==> config.mk <==
export PLATFORM = sky130hd
export DESIGN_NAME = dcbnd_top
export DESIGN_NICKNAME = d
export VERILOG_FILES = /design/src/dcbnd_pkg.sv /design/src/dcbnd_top.sv /design/src/dcbnd_oscillator.sv /design/src/dcbnd_sync_ctrl.sv
export SDC_FILE = /design/constraint.sdc
export NUM_CORES = 1
export LEC_CHECK = 0
export BUFFER_PORTS_ARGS = -buffer_cell sky130_fd_sc_hd__buf_4
export CORE_MARGIN = 4
export CORE_UTILIZATION = 55
export DETAILED_ROUTE_END_ITERATION = 8
export GPL_ROUTABILITY_DRIVEN = 0
export GPL_TIMING_DRIVEN = 0
export PLACE_DENSITY = 0.82
export SETUP_SLACK_MARGIN = 0.02
export SYNTH_ARGS = -nofsm -noshare
export SYNTH_HDL_FRONTEND = slang
export SYNTH_SLANG_ARGS = --single-unit
==> constraint.sdc <==
create_clock -name sys_clk -period 8.05 [get_ports sys_clk]
set_input_delay 1.61 -clock sys_clk [delete_from_list [all_inputs] [get_ports sys_clk]]
set_output_delay 1.61 -clock sys_clk [all_outputs]
set_load 0.1 [all_outputs]
==> src/dcbnd_pkg.sv <==
// Shared constants and types for channel binding and divisor logic
package dcbnd_pkg;

  // Widths
  localparam int unsigned ADDR_W = 12;
  localparam int unsigned DATA_W = 16;
  localparam int unsigned SAMPLE_W = 12;
  localparam int unsigned PHASE_W = 32;
  localparam int unsigned RDIV_W = 16;

  // Register offsets
  localparam logic [ADDR_W-1:0] ADDR_BINDING = 12'h216;
  localparam logic [ADDR_W-1:0] ADDR_RDIV = 12'h217;
  localparam logic [ADDR_W-1:0] ADDR_SYNC = 12'h219;

  // Reset values
  localparam logic [7:0] BINDING_RST = 8'h02;
  localparam logic [RDIV_W-1:0] RDIV_RST = 16'h0000;
  localparam logic [7:0] SYNC_RST = 8'h02;
  localparam logic [DATA_W-1:0] RDATA_RST = 16'h0000;
  localparam logic [PHASE_W-1:0] PHASE_RST = 32'h00000000;
  localparam logic [RDIV_W-1:0] FRAC_RST = 16'h0000;
  localparam logic [SAMPLE_W-1:0] SAMPLE_RST = 12'h000;

  // Field positions
  localparam int unsigned BIND_A_BIT = 0;
  localparam int unsigned BIND_B_BIT = 1;
  localparam int unsigned SYNC_ARM_BIT = 0;
  localparam int unsigned SYNC_HS_BIT = 1;

  // Binding encodings
  localparam logic SRC_CORE_A = 1'b0;
  localparam logic SRC_CORE_B = 1'b1;

  // Register port request
  typedef struct packed {
    logic [ADDR_W-1:0] addr;
    logic [DATA_W-1:0] wdata;
    logic wr;
    logic rd;
  } dcbnd_req_t;

  // One sample with its qualifier
  typedef struct packed {
    logic valid;
    logic [SAMPLE_W-1:0] data;
  } dcbnd_sample_t;

  // Handshake-driven phase init sequencer
  typedef enum logic [1:0] {
    HS_IDLE = 2'b01,
    HS_WAIT = 2'b10
  } dcbnd_hs_t;

  typedef struct packed {
    logic sysref_prev;
    logic req_prev;
    logic arm_last;
    logic armed;
    dcbnd_hs_t hs;
    logic init;
  } dcbnd_sync_state_t;

  typedef struct packed {
    logic [PHASE_W-1:0] phase;
    logic [RDIV_W-1:0] frac;
  } dcbnd_osc_state_t;

  typedef struct packed {
    logic [7:0] binding;
    logic [RDIV_W-1:0] rdiv;
    logic [7:0] sync;
    logic [DATA_W-1:0] rdata;
    dcbnd_sample_t chan_a;
    dcbnd_sample_t chan_b;
    logic pd_a;
    logic pd_b;
  } dcbnd_top_state_t;

endpackage

==> src/dcbnd_top.sv <==
// Channel binding, power-down derivation and oscillator divisor bank
`timescale 1ns/1ps
`default_nettype none
module dcbnd_top
  import dcbnd_pkg::*;
(
  // Clock and reset
  input wire logic sys_clk,
  input wire logic reset,
  // Register port
  input wire dcbnd_req_t reg_req,
  output logic [DATA_W-1:0] reg_rdata,
  // Converter core power-down
  input wire logic core_a_powerdown,
  input wire logic core_b_powerdown,
  // Converter core samples
  input wire dcbnd_sample_t core_a_in,
  input wire dcbnd_sample_t core_b_in,
  // Digital channel samples
  output dcbnd_sample_t chan_a_out,
  output dcbnd_sample_t chan_b_out,
  // Derived power-down
  output logic chan_a_powerdown,
  output logic chan_b_powerdown,
  output logic link_a_powerdown,
  output logic link_b_powerdown,
  // Active preset frequency words
  input wire logic [PHASE_W-1:0] freq_word_a,
  input wire logic [PHASE_W-1:0] freq_word_b,
  // Phase synchronisation references
  input wire logic sysref,
  input wire logic sync_request,
  input wire logic multiframe_boundary,
  // Oscillator phases
  output logic [PHASE_W-1:0] chan_a_phase,
  output logic [PHASE_W-1:0] chan_b_phase
);

  function automatic logic hit(input dcbnd_req_t r,
                               input logic [ADDR_W-1:0] a);
    hit = (r.addr == a);
  endfunction

  dcbnd_top_state_t s_q;
  dcbnd_top_state_t s_d;
  logic phase_init;
  logic sync_write;
  logic [PHASE_W-1:0] phase_w [2];
  logic [PHASE_W-1:0] fw_w [2];
  logic adv_w [2];
  logic src_a;
  logic src_b;
  logic pd_a_next;
  logic pd_b_next;

  assign src_a = s_q.binding[BIND_A_BIT];
  assign src_b = s_q.binding[BIND_B_BIT];

  // Routing acts on the live binding; glitch-free changes rely on
  // software having stopped the link and calibration first
  assign pd_a_next = (src_a == SRC_CORE_B) ? core_b_powerdown
                                            : core_a_powerdown;
  assign pd_b_next = (src_b == SRC_CORE_B) ? core_b_powerdown
                                            : core_a_powerdown;

  always_comb begin
    s_d = s_q;
    // Whole bytes stored, reserved bits included
    if (reg_req.wr && hit(reg_req, ADDR_BINDING)) begin
      s_d.binding = reg_req.wdata[7:0];
    end
    if (reg_req.wr && hit(reg_req, ADDR_RDIV)) begin
      s_d.rdiv = reg_req.wdata;
    end
    if (reg_req.wr && hit(reg_req, ADDR_SYNC)) begin
      s_d.sync = reg_req.wdata[7:0];
    end
    s_d.rdata = RDATA_RST;
    if (reg_req.rd) begin
      if (hit(reg_req, ADDR_BINDING)) begin
        s_d.rdata = {8'h00, s_q.binding};
      end else if (hit(reg_req, ADDR_RDIV)) begin
        s_d.rdata = s_q.rdiv;
      end else if (hit(reg_req, ADDR_SYNC)) begin
        s_d.rdata = {8'h00, s_q.sync};
      end
    end
    s_d.pd_a = pd_a_next;
    s_d.pd_b = pd_b_next;
    // Sample routing; a powered-down channel still routes data but drops valid
    s_d.chan_a.data = (src_a == SRC_CORE_B) ? core_b_in.data
                                            : core_a_in.data;
    s_d.chan_a.valid = ((src_a == SRC_CORE_B) ? core_b_in.valid
                                              : core_a_in.valid)
                       & ~pd_a_next;
    s_d.chan_b.data = (src_b == SRC_CORE_B) ? core_b_in.data
                                            : core_a_in.data;
    s_d.chan_b.valid = ((src_b == SRC_CORE_B) ? core_b_in.valid
                                              : core_a_in.valid)
                       & ~pd_b_next;
  end

  always_ff @(posedge sys_clk or posedge reset) begin
    if (reset) begin
      s_q <= '{binding: BINDING_RST, rdiv: RDIV_RST, sync: SYNC_RST,
               rdata: RDATA_RST,
               chan_a: '{valid: 1'b0, data: SAMPLE_RST},
               chan_b: '{valid: 1'b0, data: SAMPLE_RST},
               pd_a: 1'b0, pd_b: 1'b0};
    end else begin
      s_q <= s_d;
    end
  end

  assign sync_write = reg_req.wr && hit(reg_req, ADDR_SYNC);

  dcbnd_sync_ctrl u_sync (
    .sys_clk(sys_clk),
    .reset(reset),
    .arm_write(sync_write),
    .arm_value(reg_req.wdata[SYNC_ARM_BIT]),
    .hs_enable(s_q.sync[SYNC_HS_BIT]),
    .sysref(sysref),
    .sync_request(sync_request),
    .boundary(multiframe_boundary),
    .phase_init(phase_init)
  );

  assign fw_w[0] = freq_word_a;
  assign fw_w[1] = freq_word_b;
  assign adv_w[0] = s_q.chan_a.valid;
  assign adv_w[1] = s_q.chan_b.valid;

  // Both channels, whatever preset is active, see the same divisor
  for (genvar i = 0; i < 2; i++) begin : g_osc
    dcbnd_oscillator u_osc (
      .sys_clk(sys_clk),
      .reset(reset),
      .advance(adv_w[i]),
      .init(phase_init),
      .freq_word(fw_w[i]),
      .ref_div(s_q.rdiv),
      .phase(phase_w[i])
    );
  end

  assign reg_rdata = s_q.rdata;
  assign chan_a_out = s_q.chan_a;
  assign chan_b_out = s_q.chan_b;
  assign chan_a_powerdown = s_q.pd_a;
  assign chan_b_powerdown = s_q.pd_b;
  assign link_a_powerdown = s_q.pd_a;
  assign link_b_powerdown = s_q.pd_b;
  assign chan_a_phase = phase_w[0];
  assign chan_b_phase = phase_w[1];

endmodule
`default_nettype wire

==> src/dcbnd_oscillator.sv <==
// Phase accumulator with optional reference divisor correction
`timescale 1ns/1ps
`default_nettype none
module dcbnd_oscillator
  import dcbnd_pkg::*;
(
  // Clock and reset
  input wire logic sys_clk,
  input wire logic reset,
  // Control
  input wire logic advance,
  input wire logic init,
  input wire logic [PHASE_W-1:0] freq_word,
  input wire logic [RDIV_W-1:0] ref_div,
  // Result
  output logic [PHASE_W-1:0] phase
);

  dcbnd_osc_state_t s_q;
  dcbnd_osc_state_t s_d;

  always_comb begin
    s_d = s_q;
    if (init) begin
      s_d.phase = PHASE_RST;
      s_d.frac = FRAC_RST;
    end else if (advance) begin
      if (ref_div == RDIV_RST) begin
        // Plain 32-bit accumulation
        s_d.phase = s_q.phase + freq_word;
        s_d.frac = FRAC_RST;
      end else if (s_q.frac >= ref_div - 16'h0001) begin
        // One extra LSB every ref_div steps removes the step error
        s_d.phase = s_q.phase + freq_word + 32'h00000001;
        s_d.frac = FRAC_RST;
      end else begin
        s_d.phase = s_q.phase + freq_word;
        s_d.frac = s_q.frac + 16'h0001;
      end
    end
  end

  always_ff @(posedge sys_clk or posedge reset) begin
    if (reset) begin
      s_q <= '{phase: PHASE_RST, frac: FRAC_RST};
    end else begin
      s_q <= s_d;
    end
  end

  assign phase = s_q.phase;

endmodule
`default_nettype wire

==> src/dcbnd_sync_ctrl.sv <==
// Oscillator phase initialisation sequencing
`timescale 1ns/1ps
`default_nettype none
module dcbnd_sync_ctrl
  import dcbnd_pkg::*;
(
  // Clock and reset
  input wire logic sys_clk,
  input wire logic reset,
  // Software side
  input wire logic arm_write,
  input wire logic arm_value,
  input wire logic hs_enable,
  // Timing references
  input wire logic sysref,
  input wire logic sync_request,
  input wire logic boundary,
  // Result
  output logic phase_init
);

  dcbnd_sync_state_t s_q;
  dcbnd_sync_state_t s_d;
  logic sysref_rise;
  logic req_rise;

  assign sysref_rise = sysref & ~s_q.sysref_prev;
  assign req_rise = sync_request & ~s_q.req_prev;

  always_comb begin
    s_d = s_q;
    s_d.sysref_prev = sysref;
    s_d.req_prev = sync_request;
    s_d.init = 1'b0;
    // Fire once, then stay quiet until armed again
    if (s_q.armed && sysref_rise) begin
      s_d.init = 1'b1;
      s_d.armed = 1'b0;
    end
    // A fresh arm in the firing cycle wins over the disarm
    if (arm_write) begin
      s_d.arm_last = arm_value;
      if (arm_value && !s_q.arm_last) begin
        s_d.armed = 1'b1;
      end else if (!arm_value) begin
        s_d.armed = 1'b0;
      end
    end
    case (s_q.hs)
      HS_IDLE: begin
        if (hs_enable && req_rise) begin
          s_d.hs = HS_WAIT;
        end
      end
      HS_WAIT: begin
        if (!hs_enable) begin
          s_d.hs = HS_IDLE;
        end else if (boundary) begin
          s_d.init = 1'b1;
          s_d.hs = HS_IDLE;
        end
      end
      default: begin
        s_d.hs = HS_IDLE;
      end
    endcase
  end

  always_ff @(posedge sys_clk or posedge reset) begin
    if (reset) begin
      s_q <= '{sysref_prev: 1'b0, req_prev: 1'b0, arm_last: 1'b0,
               armed: 1'b0, hs: HS_IDLE, init: 1'b0};
    end else begin
      s_q <= s_d;
    end
  end

  assign phase_init = s_q.init;

endmodule
`default_nettype wire

* Word level (Yosys, flattened, before mapping)
Index checks and enable logic that the tools add are counted.
** Storage, ports and cells
- Register bits :: 179
- Input bits :: 127
- Output and inout port bits :: 110
- Word-level logic and storage cells :: 84
** Operators by class
- Add/subtract/negate cells :: 7
- Magnitude comparators :: 2
- Eq/ne operators :: 7
- Muxes and demuxes :: 29
- Bitwise gates (word level) :: 8
- Reduce and logical (&&, ||, !) cells :: 11
** Operator list (number)
- $mux W48 :: 8
- $add A32 B1 Y32 const B :: 2
- $add A32 B32 Y32 :: 2
- $mux W16 :: 3
- $eq A12 B10 Y1 const B :: 3
- $add A16 B1 Y16 const B :: 2
- $ge A16 B16 Y1 :: 2
- $mux W12 :: 2
- $logic_not A16 Y1 :: 1
- $sub A16 B1 Y16 const B :: 1
- $mux W1 :: 11
- $mux W8 :: 1
- $logic_and A1 B1 Y1 :: 6
- $and A1 B1 Y1 :: 4
- $mux W2 :: 2
- $not A1 Y1 :: 4
- $pmux W2 S2 :: 1
- $reduce_bool A2 Y1 :: 2
- $mux W3 :: 1
- $ne A3 B3 Y1 const B :: 1
- $eq A2 B1 Y1 const B :: 1
- $eq A2 B2 Y1 const B :: 1
- $ne A2 B1 Y1 const B :: 1
- $reduce_and A2 Y1 :: 1
- $logic_not A1 Y1 :: 1

* Logic depth before layout (Yosys ltp)
Gate-level depths: netlist of the first run.
- Depth in word-level cells :: 7
- Depth in mapped cells :: 18
- Mapped depth without buffers :: 18

* Modules after synthesis
Synthesis of the first run repeated with hierarchy kept, for this count alone.
** Unflattened totals
- Cell total of the unflattened synthesis :: 1741
- Area, all modules :: 15068.2 um2
** By module, submodules not included
- dcbnd_oscillator at g_osc[1].u_osc :: times used 1, cells an instance 735, area each 5725.5 um2, sequential area each 1201.2 um2
- dcbnd_oscillator at g_osc[0].u_osc :: times used 1, cells an instance 715, area each 5559.1 um2, sequential area each 1201.2 um2
- dcbnd_top :: times used 1, cells an instance 270, area each 3517.1 um2, sequential area each 1904.3 um2
- dcbnd_sync_ctrl :: times used 1, cells an instance 21, area each 266.5 um2, sequential area each 176.4 um2

* Worst setup path after synthesis of the first run
No wires, ideal clock.
- Path kind :: input-to-reg
- Start :: input freq_word_b[0]
- End :: register g_osc[1].u_osc.s_q, in the netlist g_osc[1].u_osc.phase[31]
- Setup time :: 74 ps
- Arrival :: 5103 ps
- Required time :: 7976 ps
- Slack :: 2873 ps
- Stages :: 14
- Buffers on the path :: 0
- Path through :: ha_1 inv_1 fa_1 nand2b_1 a21o_1 a2111oi_4 or2_2 xnor2_2 nor4_4 nand4_2 or4_4 or4_4 a21o_1 a21oi_2
** On the way
- Longest elaborated chain between the ends :: 6
** RTL lines
- from (decl) :: line dcbnd_top.sv:29 : input wire logic [PHASE_W-1:0] freq_word_b,
- $add A32 B32 Y32 * :: line dcbnd_oscillator.sv:30, dcbnd_oscillator.sv:34, dcbnd_oscillator.sv:37
- $add A32 B1 Y32 :: line dcbnd_oscillator.sv:34 : s_d.phase = s_q.phase + freq_word + 32'h00000001;
- $mux W48 :: line dcbnd_oscillator.sv:32 : end else if (s_q.frac >= ref_div - 16'h0001) begin
- $mux W48 * :: line dcbnd_oscillator.sv:28 : if (ref_div == RDIV_RST) begin
- $mux W48 * :: line dcbnd_oscillator.sv:27 : end else if (advance) begin
- $mux W48 * :: line dcbnd_oscillator.sv:24 : if (init) begin
- to (signal assigned) :: line dcbnd_oscillator.sv:45 : s_q <= '{phase: PHASE_RST, frac: FRAC_RST};
- to (decl) :: line dcbnd_oscillator.sv:19 : dcbnd_osc_state_t s_q;
Every way passes the cells marked *; elsewhere a longest branch is shown, timed or not. The select of a mux whose other input is x is not followed.
A chain may end at the register's enable or synchronous reset.

* Worst setup path in the final report of the first run
- Start :: register s_q[54] (netlist name)
- End :: register g_osc[1].u_osc.s_q, in the netlist g_osc[1].u_osc.phase[23]
** On the way
- Longest elaborated chain between the ends :: 6
- Elaborated cells between the ends (all ways) :: 7
- Those cells by class :: add/sub: 1; order compare: 1; mux: 4; reduce/logical: 1
** RTL lines
- from (decl) :: line dcbnd_top.sv:44 : dcbnd_top_state_t s_q;
- from (signal assigned) :: line dcbnd_top.sv:105 : s_q <= '{binding: BINDING_RST, rdiv: RDIV_RST, sync: SYNC_RST,
- $sub A16 B1 Y16 :: line dcbnd_oscillator.sv:32
- $ge A16 B16 Y1 :: line dcbnd_oscillator.sv:32
- $mux W48 :: line dcbnd_oscillator.sv:32
- $mux W48 * :: line dcbnd_oscillator.sv:28
- $mux W48 * :: line dcbnd_oscillator.sv:27
- $mux W48 * :: line dcbnd_oscillator.sv:24
Marks and branches as above.

==> Flow_metrics.wiki, run 1 <==
{| class="wikitable"
! Metric !! Value
|-
| GR Util met2 || 0.446
|-
| # setup viols final || 0
|-
| Placeable core area || 26100 sq um
|-
| Vias in the first global route || approximately 13000
|-
| Clock latency at the later pin of the worst-skew pair || around 0.44 ns
|-
| GR Overflow Total || 0
|-
| Average wire length per cell after detail routing || 17.8 um
|-
| Biggest fanout along the worst timing path || 6
|-
| Pleak || just over 0.008 uW
|-
| CP max stage cell || sky130_fd_sc_hd__nor4b_1
|-
| Total inserted antenna cells || 0
|-
| Met1 capacity usage during global routing || 0.356
|-
| Maximum vdd ir drop || slightly above 0.0005 V
|-
| TritonCTS clock tree || yes
|-
| Global-route usage over all layers || 0.270
|-
| Area Growth Syn to Fin || 19.5%
|-
| Worst reg2reg startpoint || s_q[54]$_DFFE_PP0P_
|-
| Worst hold margin || just over 0.5 ns
|-
| Number of standard cells after synthesis || 1652
|-
| Prevailing post-synth register cell || sky130_fd_sc_hd__dfrtp_1
|-
| Slack of the worst reg-to-reg path || 1.76 ns
|-
| Number of buffer cells added on primary ports || around 240
|-
| Layout net count || 2137
|-
| Critical Path Start Type || flip-flop
|-
| Worst path required time || ~8.4 ns
|-
| Placed wire-length estimate after detailed placement || around 31000 um
|-
| DR DRC count || 0
|-
| Fraction of synthesis flops using an asynchronous set or reset pin || 1.00
|-
| Gr busiest metal || met2
|-
| Commonest non-fill, non-tap cell in the layout || sky130_fd_sc_hd__buf_4
|-
| Wire length of the first global-routing pass || about 65000 um
|-
| MaxCap Viol Count || 0
|-
| EDFF count, synth || 0
|-
| Count of cells along the worst register-to-register path || 18
|-
| Class of the most critical setup path || flip-flop to flip-flop
|-
| Antenna Nets Post-Route || 0
|-
| Highest cell delay on the worst timing path || roughly 1.2 ns
|-
| Area of all placed cells without fillers || about 17000 sq um
|-
| Die Outline Area || 29100 sq um
|-
| CP startpoint || s_q[54]$_DFFE_PP0P_
|-
| Depth of the critical timing path with buffers and inverters included || 18
|-
| Hold Path Class || flip-flop to flip-flop
|-
| Effective utilization at floorplan || 0.558
|-
| Nets in the synthesized netlist || 1881
|-
| Worst R2R End || g_osc[1].u_osc.phase[23]$_DFFE_PP0P_
|-
| Row cnt || 59
|-
| Chip Width || ~170 um
|-
| Fin Clk Skew || 0.0192 ns
|-
| Count of unique library cells instantiated by Yosys || 100
|-
| Buffer and inverter count on the worst path || 0
|-
| Hold Fails Final Rpt || 0
|-
| Layout cell share with drive strength beyond 1 || 0.262
|-
| Buffer type at the clock tree root || sky130_fd_sc_hd__clkbuf_16
|-
| Drt pass-1 iters || 9
|-
| Post-CTS Setup Inserts || 0
|-
| Number of antenna violations at the first check in global routing || 0
|-
| Headroom to the max-slew limit || 0.0667
|-
| Worst hold path cell count || 1
|-
| PwrDens || just under 400 nW/um^2
|-
| Syn. warnings || 0
|-
| Post-synthesis area per instance || a little under 9 sq um
|-
| Worst setup path end || g_osc[1].u_osc.phase[23]$_DFFE_PP0P_
|-
| Clock sink count || about 180
|-
| CP arrival || 6.64 ns
|-
| Maximum number of pins on one net before global-route repair || ~120
|-
| Fin Setup TNS || 0 ns
|-
| Placed standard-cell area || roughly 17000 sq um
|-
| Initial DRC count || 1291
|-
| Avg Vias per Cell || about 6.0
|-
| CTS Hold Buffers Added || 0
|-
| Clock-pin slew on the worst setup and hold paths || about 0.090 ns
|-
| Share of synthesized area occupied by flip-flops and latches || 0.307
|-
| Overall die height || approximately 170 um
|-
| Post-route minimum period || ~6.3 ns
|-
| Run status || finished, final reports clean
|-
| Tcrit/Tclk final || 0.781
|-
| H-tree lvl count || 4
|-
| Total via count after detailed routing || between 10000 and 15000
|-
| Top Ports || 237
|-
| Number of max-slew violations in the final report || 0
|-
| Final wirelength || 40100 um
|-
| Setup repair after global routing missed its margin || no
|-
| Clock Path Buffers || 2
|-
| Slew of the pin with the lowest slew margin || 1.38 ns
|-
| Met3 capacity usage during global routing || 0.0534
|-
| Critical path capture point type || flip-flop
|-
| Number of gates resized after cts || 0
|-
| Maximum achievable frequency || between 0.15 and 0.2 GHz
|-
| CP top delay family || simple AND/OR/NAND/NOR gates
|-
| Netlist area before placement || 14500 sq um
|-
| Most frequent cells in the layout || 347 x sky130_fd_sc_hd__buf_4, 175 x sky130_fd_sc_hd__dfrtp_1, 159 x sky130_fd_sc_hd__nor2_1, 107 x sky130_fd_sc_hd__nand2_1, 104 x sky130_fd_sc_hd__o21ai_0
|-
| Number of CTS-inserted buffers || 17
|-
| Cell chain of the critical path || nor4_1, nor2b_1, nand2_1, or2_2, nor4_1, xnor2_1, ha_1, a21oi_1, o21ai_0, a21oi_1, nor4_2, nand2_1, or3_1, nor4b_1, nand3_1, nor2_1, xnor2_1, a211oi_1
|-
| Fillers || ~2100
|-
| Number of flip-flops and latches in the synthesized netlist || between 150 and 200
|}
[logic make-up (layout without fill, tap and decap cells)]
family                   after synthesis  after routing  share of synthesized area
AND/OR/NAND/NOR                      563            563                      0.201
AO/OA/AOI/OAI                        420            420                      0.198
buffers and inverters                206            475                     0.0834
flip-flops                           178            178                      0.307
XOR/XNOR                             116            116                     0.0709
adder cells (fa/ha/maj)              102            102                     0.0888
multiplexers                          67             67                     0.0513
[cell type report]
| class | count | area, sq um | share of cell area |
|---|---|---|---|
| well taps | 335 | 419 | 0.0241 |
| inverters | 34 | 135 | 0.00778 |
| clock buffers | 17 | 425 | 0.0245 |
| repair buffers | 237 | 1800 | 0.104 |
| multi-input cells | 1268 | 8880 | 0.511 |
| plain buffers | 172 | 1080 | 0.0624 |
| flip-flops and latches | 178 | 4460 | 0.257 |
| clock inverters | 15 | 175 | 0.0101 |
[Yosys cell counts, types with 52 or more instances]
library cell	number	area share
sky130_fd_sc_hd__dfrtp_1	175	0.30
sky130_fd_sc_hd__nor2_1	159	0.041
sky130_fd_sc_hd__buf_4	111	0.057
sky130_fd_sc_hd__nand2_1	107	0.028
sky130_fd_sc_hd__o21ai_0	104	0.036
sky130_fd_sc_hd__ha_1	100	0.086
sky130_fd_sc_hd__a21oi_1	73	0.025
sky130_fd_sc_hd__a211oi_1	72	0.037
sky130_fd_sc_hd__mux2_2	59	0.046
sky130_fd_sc_hd__xor2_1	59	0.036
sky130_fd_sc_hd__xnor2_1	55	0.033
sky130_fd_sc_hd__nand3_1	52	0.018
[worst min-delay path by stage]
stage | start | to | slack, ns
2_1_floorplan | g_osc[0].u_osc.s_q[15]$_DFFE_PP0P_ | g_osc[0].u_osc.s_q[15]$_DFFE_PP0P_ | 0.45
3_3_place_gp | u_sync.s_q[3]$_DFF_PP0_ | u_sync.phase_init$_DFF_PP0_ | 0.48
3_5_place_dp | u_sync.s_q[3]$_DFF_PP0_ | u_sync.phase_init$_DFF_PP0_ | 0.49
4_1_cts | s_q[71]$_DFFE_PP0P_ | s_q[71]$_DFFE_PP0P_ | 0.51
5_1_grt | s_q[47]$_DFFE_PP0P_ | s_q[47]$_DFFE_PP0P_ | 0.53
6_report | s_q[71]$_DFFE_PP0P_ | s_q[71]$_DFFE_PP0P_ | 0.51
[registers in the layout, summed over array words and instances, names as in the netlist]
register / count
s_q: 32
u_sync.s_q: 5
g_osc.u_osc.s_q: 32
chan_b_out: 13
u_sync.phase_init: 1
chan_a_out: 13
chan_a_powerdown: 1
chan_b_powerdown: 1
reg_rdata: 16
g_osc.u_osc.phase: 64
[routing by layer]
| layer | up-vias | wire [um] | share of wire |
|---|---|---|---|
| met2 | 600 | 18800 | 0.47 |
| met5 | - | 0 | 0 |
| met3 | 90 | 3420 | 0.085 |
| li1 | 6473 | - | - |
| met4 | 0 | 997 | 0.025 |
| met1 | 6409 | 16900 | 0.42 |
[metrics by stage]
| step | power [uW] | utilization | instances | setup slack, ns |
|---|---|---|---|---|
| global route | 7090 | 0.667 | 2256 | 1.38 |
| CTS | 6640 | 0.667 | 2256 | 1.84 |
| finish | 6690 | 0.667 | 2256 | 1.76 |
| detailed placement | 5750 | 0.644 | 2224 | 1.90 |
| global placement | 5670 | 0.642 | 2223 | -0.491 |
| floorplan | 4860 | - | 1652 | 1.61 |
[where the power goes]
group / leakage (uW) / total [uW] / switching (uW) / internal, uW
sequential: 0.00222 / 1220 / 162 / 1060
clock: 0.000292 / 859 / 435 / 425
combinational: 0.00556 / 4610 / 3070 / 1540
total: 0.00807 / 6690 / 3670 / 3020
No activity file was read; power rests on OpenSTA's default activity.
==> run 2, diff against run 1 <==
==> constraint.sdc (replaced) <==
create_clock -name sys_clk -period 6.3 [get_ports sys_clk]
set_input_delay 1.26 -clock sys_clk [delete_from_list [all_inputs] [get_ports sys_clk]]
set_output_delay 1.26 -clock sys_clk [all_outputs]
set_load 0.1 [all_outputs]
==> run 2 against run 1 <==
Compared with the run above:
- hold slack about the same
- flip-flop and latch count unchanged
- die area did not move
- utilization barely moved
- maximum frequency rose by 8.6%
- register-to-register slack got worse by 1.3 ns
- combinational power rose by 28%
- via count hardly changed
- sequential power up 28%
- count of clock-buffer cells in the layout did not move
- largest cell class unchanged
==> Flow_metrics.wiki, run 2 (synthesis gave the netlist of run 1 again) <==
{| class="wikitable"
! Metric !! Value
|-
| Max reg flops || 64 (unchanged)
|-
| Number of max-slew violations in the final report || 0 (unchanged)
|-
| Clock-pin slew on the worst setup and hold paths || 0.08 ns (about the same)
|-
| GR Util met2 || 0.446 (unchanged)
|-
| Maximum vdd ir drop || 0.000645 V (+28%)
|-
| Global-route usage over all layers || 0.270 (unchanged)
|-
| TritonCTS clock tree || yes
|-
| Worst path required time || 6.64 ns (-1.76 ns)
|-
| Biggest fanout along the worst timing path || 6 (unchanged)
|-
| Post-route minimum period || 5.79 ns (-0.498 ns)
|-
| CP arrival || 6.13 ns (-0.51 ns)
|-
| Gr busiest metal || met2
|-
| Effective utilization at floorplan || 0.558 (unchanged)
|-
| Overall die height || 171 um (unchanged)
|-
| Worst hold margin || 0.513 ns (-0.00000100 ns)
|-
| Tcrit/Tclk final || 0.919 (+0.138)
|-
| DR DRC count || 0 (unchanged)
|-
| Pleak || 0.00807 uW (about the same)
|-
| Initial DRC count || 1280 (-0.85%)
|-
| Hold Fails Final Rpt || 0 (unchanged)
|-
| Headroom to the max-slew limit || 0.286 (+0.220)
|-
| Die Outline Area || 29100 sq um (unchanged)
|-
| Area Growth Syn to Fin || 19.5% (about the same)
|-
| Fin Clk Skew || 0.0171 ns (-0.00204 ns)
|-
| Maximum achievable frequency || 0.173 GHz (+8.6%)
|-
| Maximum number of pins on one net before global-route repair || 116 (unchanged)
|-
| Critical path capture point type || flip-flop
|-
| Number of antenna violations at the first check in global routing || 0 (unchanged)
|-
| Number of CTS-inserted buffers || 17 (unchanged)
|-
| Layout cell share with drive strength beyond 1 || 0.262 (+0.000521)
|-
| MaxCap Viol Count || 0 (unchanged)
|-
| Placeable core area || 26100 sq um (unchanged)
|-
| Average wire length per cell after detail routing || 17.8 um (about the same)
|-
| Layout net count || 2137 (unchanged)
|-
| Row cnt || 59 (unchanged)
|-
| Met1 capacity usage during global routing || 0.356 (unchanged)
|-
| Hold Path Class || flip-flop to flip-flop
|-
| Buffer type at the clock tree root || sky130_fd_sc_hd__clkbuf_16
|-
| Placed wire-length estimate after detailed placement || 31200 um (unchanged)
|-
| Antenna Nets Post-Route || 0 (unchanged)
|-
| CTS Hold Buffers Added || 0 (unchanged)
|-
| Slew of the pin with the lowest slew margin || 1.06 ns (-0.318 ns)
|-
| PwrDens || 492 nW/um^2 (+28%)
|-
| Fin Setup TNS || 0 ns (unchanged)
|-
| Clock Path Buffers || 2 (unchanged)
|-
| Chip Width || 171 um (unchanged)
|-
| Class of the most critical setup path || flip-flop to flip-flop
|-
| Avg Vias per Cell || 6.02 (about the same)
|-
| Setup repair after global routing missed its margin || no
|-
| # setup viols final || 0 (unchanged)
|-
| Total via count after detailed routing || 13600 (+0.074%)
|-
| Run status || finished, final reports clean
|-
| Number of buffer cells added on primary ports || 236 (unchanged)
|-
| Commonest non-fill, non-tap cell in the layout || sky130_fd_sc_hd__buf_4
|-
| Clock sink count || 178 (unchanged)
|-
| Wire length of the first global-routing pass || 64800 um (unchanged)
|-
| Total inserted antenna cells || 0 (unchanged)
|-
| Vias in the first global route || 13100 (unchanged)
|-
| Final wirelength || 40200 um (about the same)
|-
| Top Ports || 237 (unchanged)
|-
| GR Overflow Total || 0 (unchanged)
|-
| Critical Path Start Type || flip-flop
|-
| Clock latency at the later pin of the worst-skew pair || 0.44 ns (about the same)
|-
| Most frequent cells in the layout || 347 x sky130_fd_sc_hd__buf_4, 175 x sky130_fd_sc_hd__dfrtp_1, 159 x sky130_fd_sc_hd__nor2_1, 107 x sky130_fd_sc_hd__nand2_1, 104 x sky130_fd_sc_hd__o21ai_0
|-
| Met3 capacity usage during global routing || 0.0534 (unchanged)
|-
| H-tree lvl count || 4 (unchanged)
|-
| Drt pass-1 iters || 6 (-3)
|}
## run 2: cell count changes in the layout (fill, tap and decap cells not counted)
| cell | previous run | this run |
|---|---|---|
| sky130_fd_sc_hd__nor4b_2 | 2 | 3 |
| sky130_fd_sc_hd__nor4b_1 | 7 | 6 |
## run 2: final cells by class
class	instances	area [sq um]
Buffer	172	1080
Clock buffer	17	425
Clock inverter	15	175
Fill cell	2100	8680
Inverter	34	135
Multi-Input combinational cell	1268	8890
Sequential cell	178	4460
Tap cell	335	419
Timing Repair Buffer	237	1800
## run 2: worst max-delay path, stage by stage, from the launching register on
cell	delay [ns]
sky130_fd_sc_hd__dfrtp_1	0.47
sky130_fd_sc_hd__nor4_1	0.38
sky130_fd_sc_hd__nor2b_1	0.36
sky130_fd_sc_hd__nand2_1	0.18
sky130_fd_sc_hd__or2_2	0.32
sky130_fd_sc_hd__nor4_1	0.24
sky130_fd_sc_hd__xnor2_1	0.17
sky130_fd_sc_hd__ha_1	0.33
sky130_fd_sc_hd__a21oi_1	0.06
sky130_fd_sc_hd__o21ai_0	0.28
sky130_fd_sc_hd__a21oi_1	0.13
sky130_fd_sc_hd__nor4_2	0.53
sky130_fd_sc_hd__nand3_1	0.24
sky130_fd_sc_hd__or3_1	0.44
sky130_fd_sc_hd__or4b_1	0.64
sky130_fd_sc_hd__nand3b_4	0.25
sky130_fd_sc_hd__nor3_1	0.30
sky130_fd_sc_hd__xor2_1	0.12
sky130_fd_sc_hd__a211oi_1	0.25
## run 2: final timing paths
kind,from,end,slack (ns),cells past startpoint
setup / recovery,s_q[54]$_DFFE_PP0P_,g_osc[1].u_osc.phase[30]$_DFFE_PP0P_,0.51,18
setup reg to reg,s_q[54]$_DFFE_PP0P_,g_osc[1].u_osc.phase[30]$_DFFE_PP0P_,0.51,18
hold / removal,s_q[71]$_DFFE_PP0P_,s_q[71]$_DFFE_PP0P_,0.51,1
min in group asynchronous,reset,g_osc[1].u_osc.phase[13]$_DFFE_PP0P_,0.83,2
hold reg to reg,s_q[71]$_DFFE_PP0P_,s_q[71]$_DFFE_PP0P_,0.51,1
max in group asynchronous,reset,g_osc[0].u_osc.s_q[3]$_DFFE_PP0P_,4.57,3
## run 2: metal layers
layer,vias to the layer above,routed length (um)
met3,102,3350
met5,-,0
met4,0,1060
met2,610,18800
met1,6397,17000
li1,6473,-
## run 2: stage by stage
step	instances	setup WS, ns	instance area, sq um	util	total power [uW]
after floorplan	1652	0.215	14500	-	6220
after global placement	2223	-1.89	16700	0.642	7240
after detailed placement	2224	0.149	16800	0.644	7350
after CTS	2256	0.0908	17400	0.667	8490
after global routing	2256	0.126	17400	0.667	9060
final	2256	0.507	17400	0.667	8550
## run 2: timing repair
item | 4_1_cts | 5_1_grt
setup buffers | 0 | 0
resized for setup | 0 | 1
endpoints found under the setup margin | 0 | 5
## run 2: report_power, final
part	leakage [uW]	total [uW]	internal (uW)	switching (uW)
sequential	0.00222	1560	1350	206
clock	0.000292	1100	543	553
combinational	0.00556	5900	1970	3930
total	0.00807	8550	3860	4690
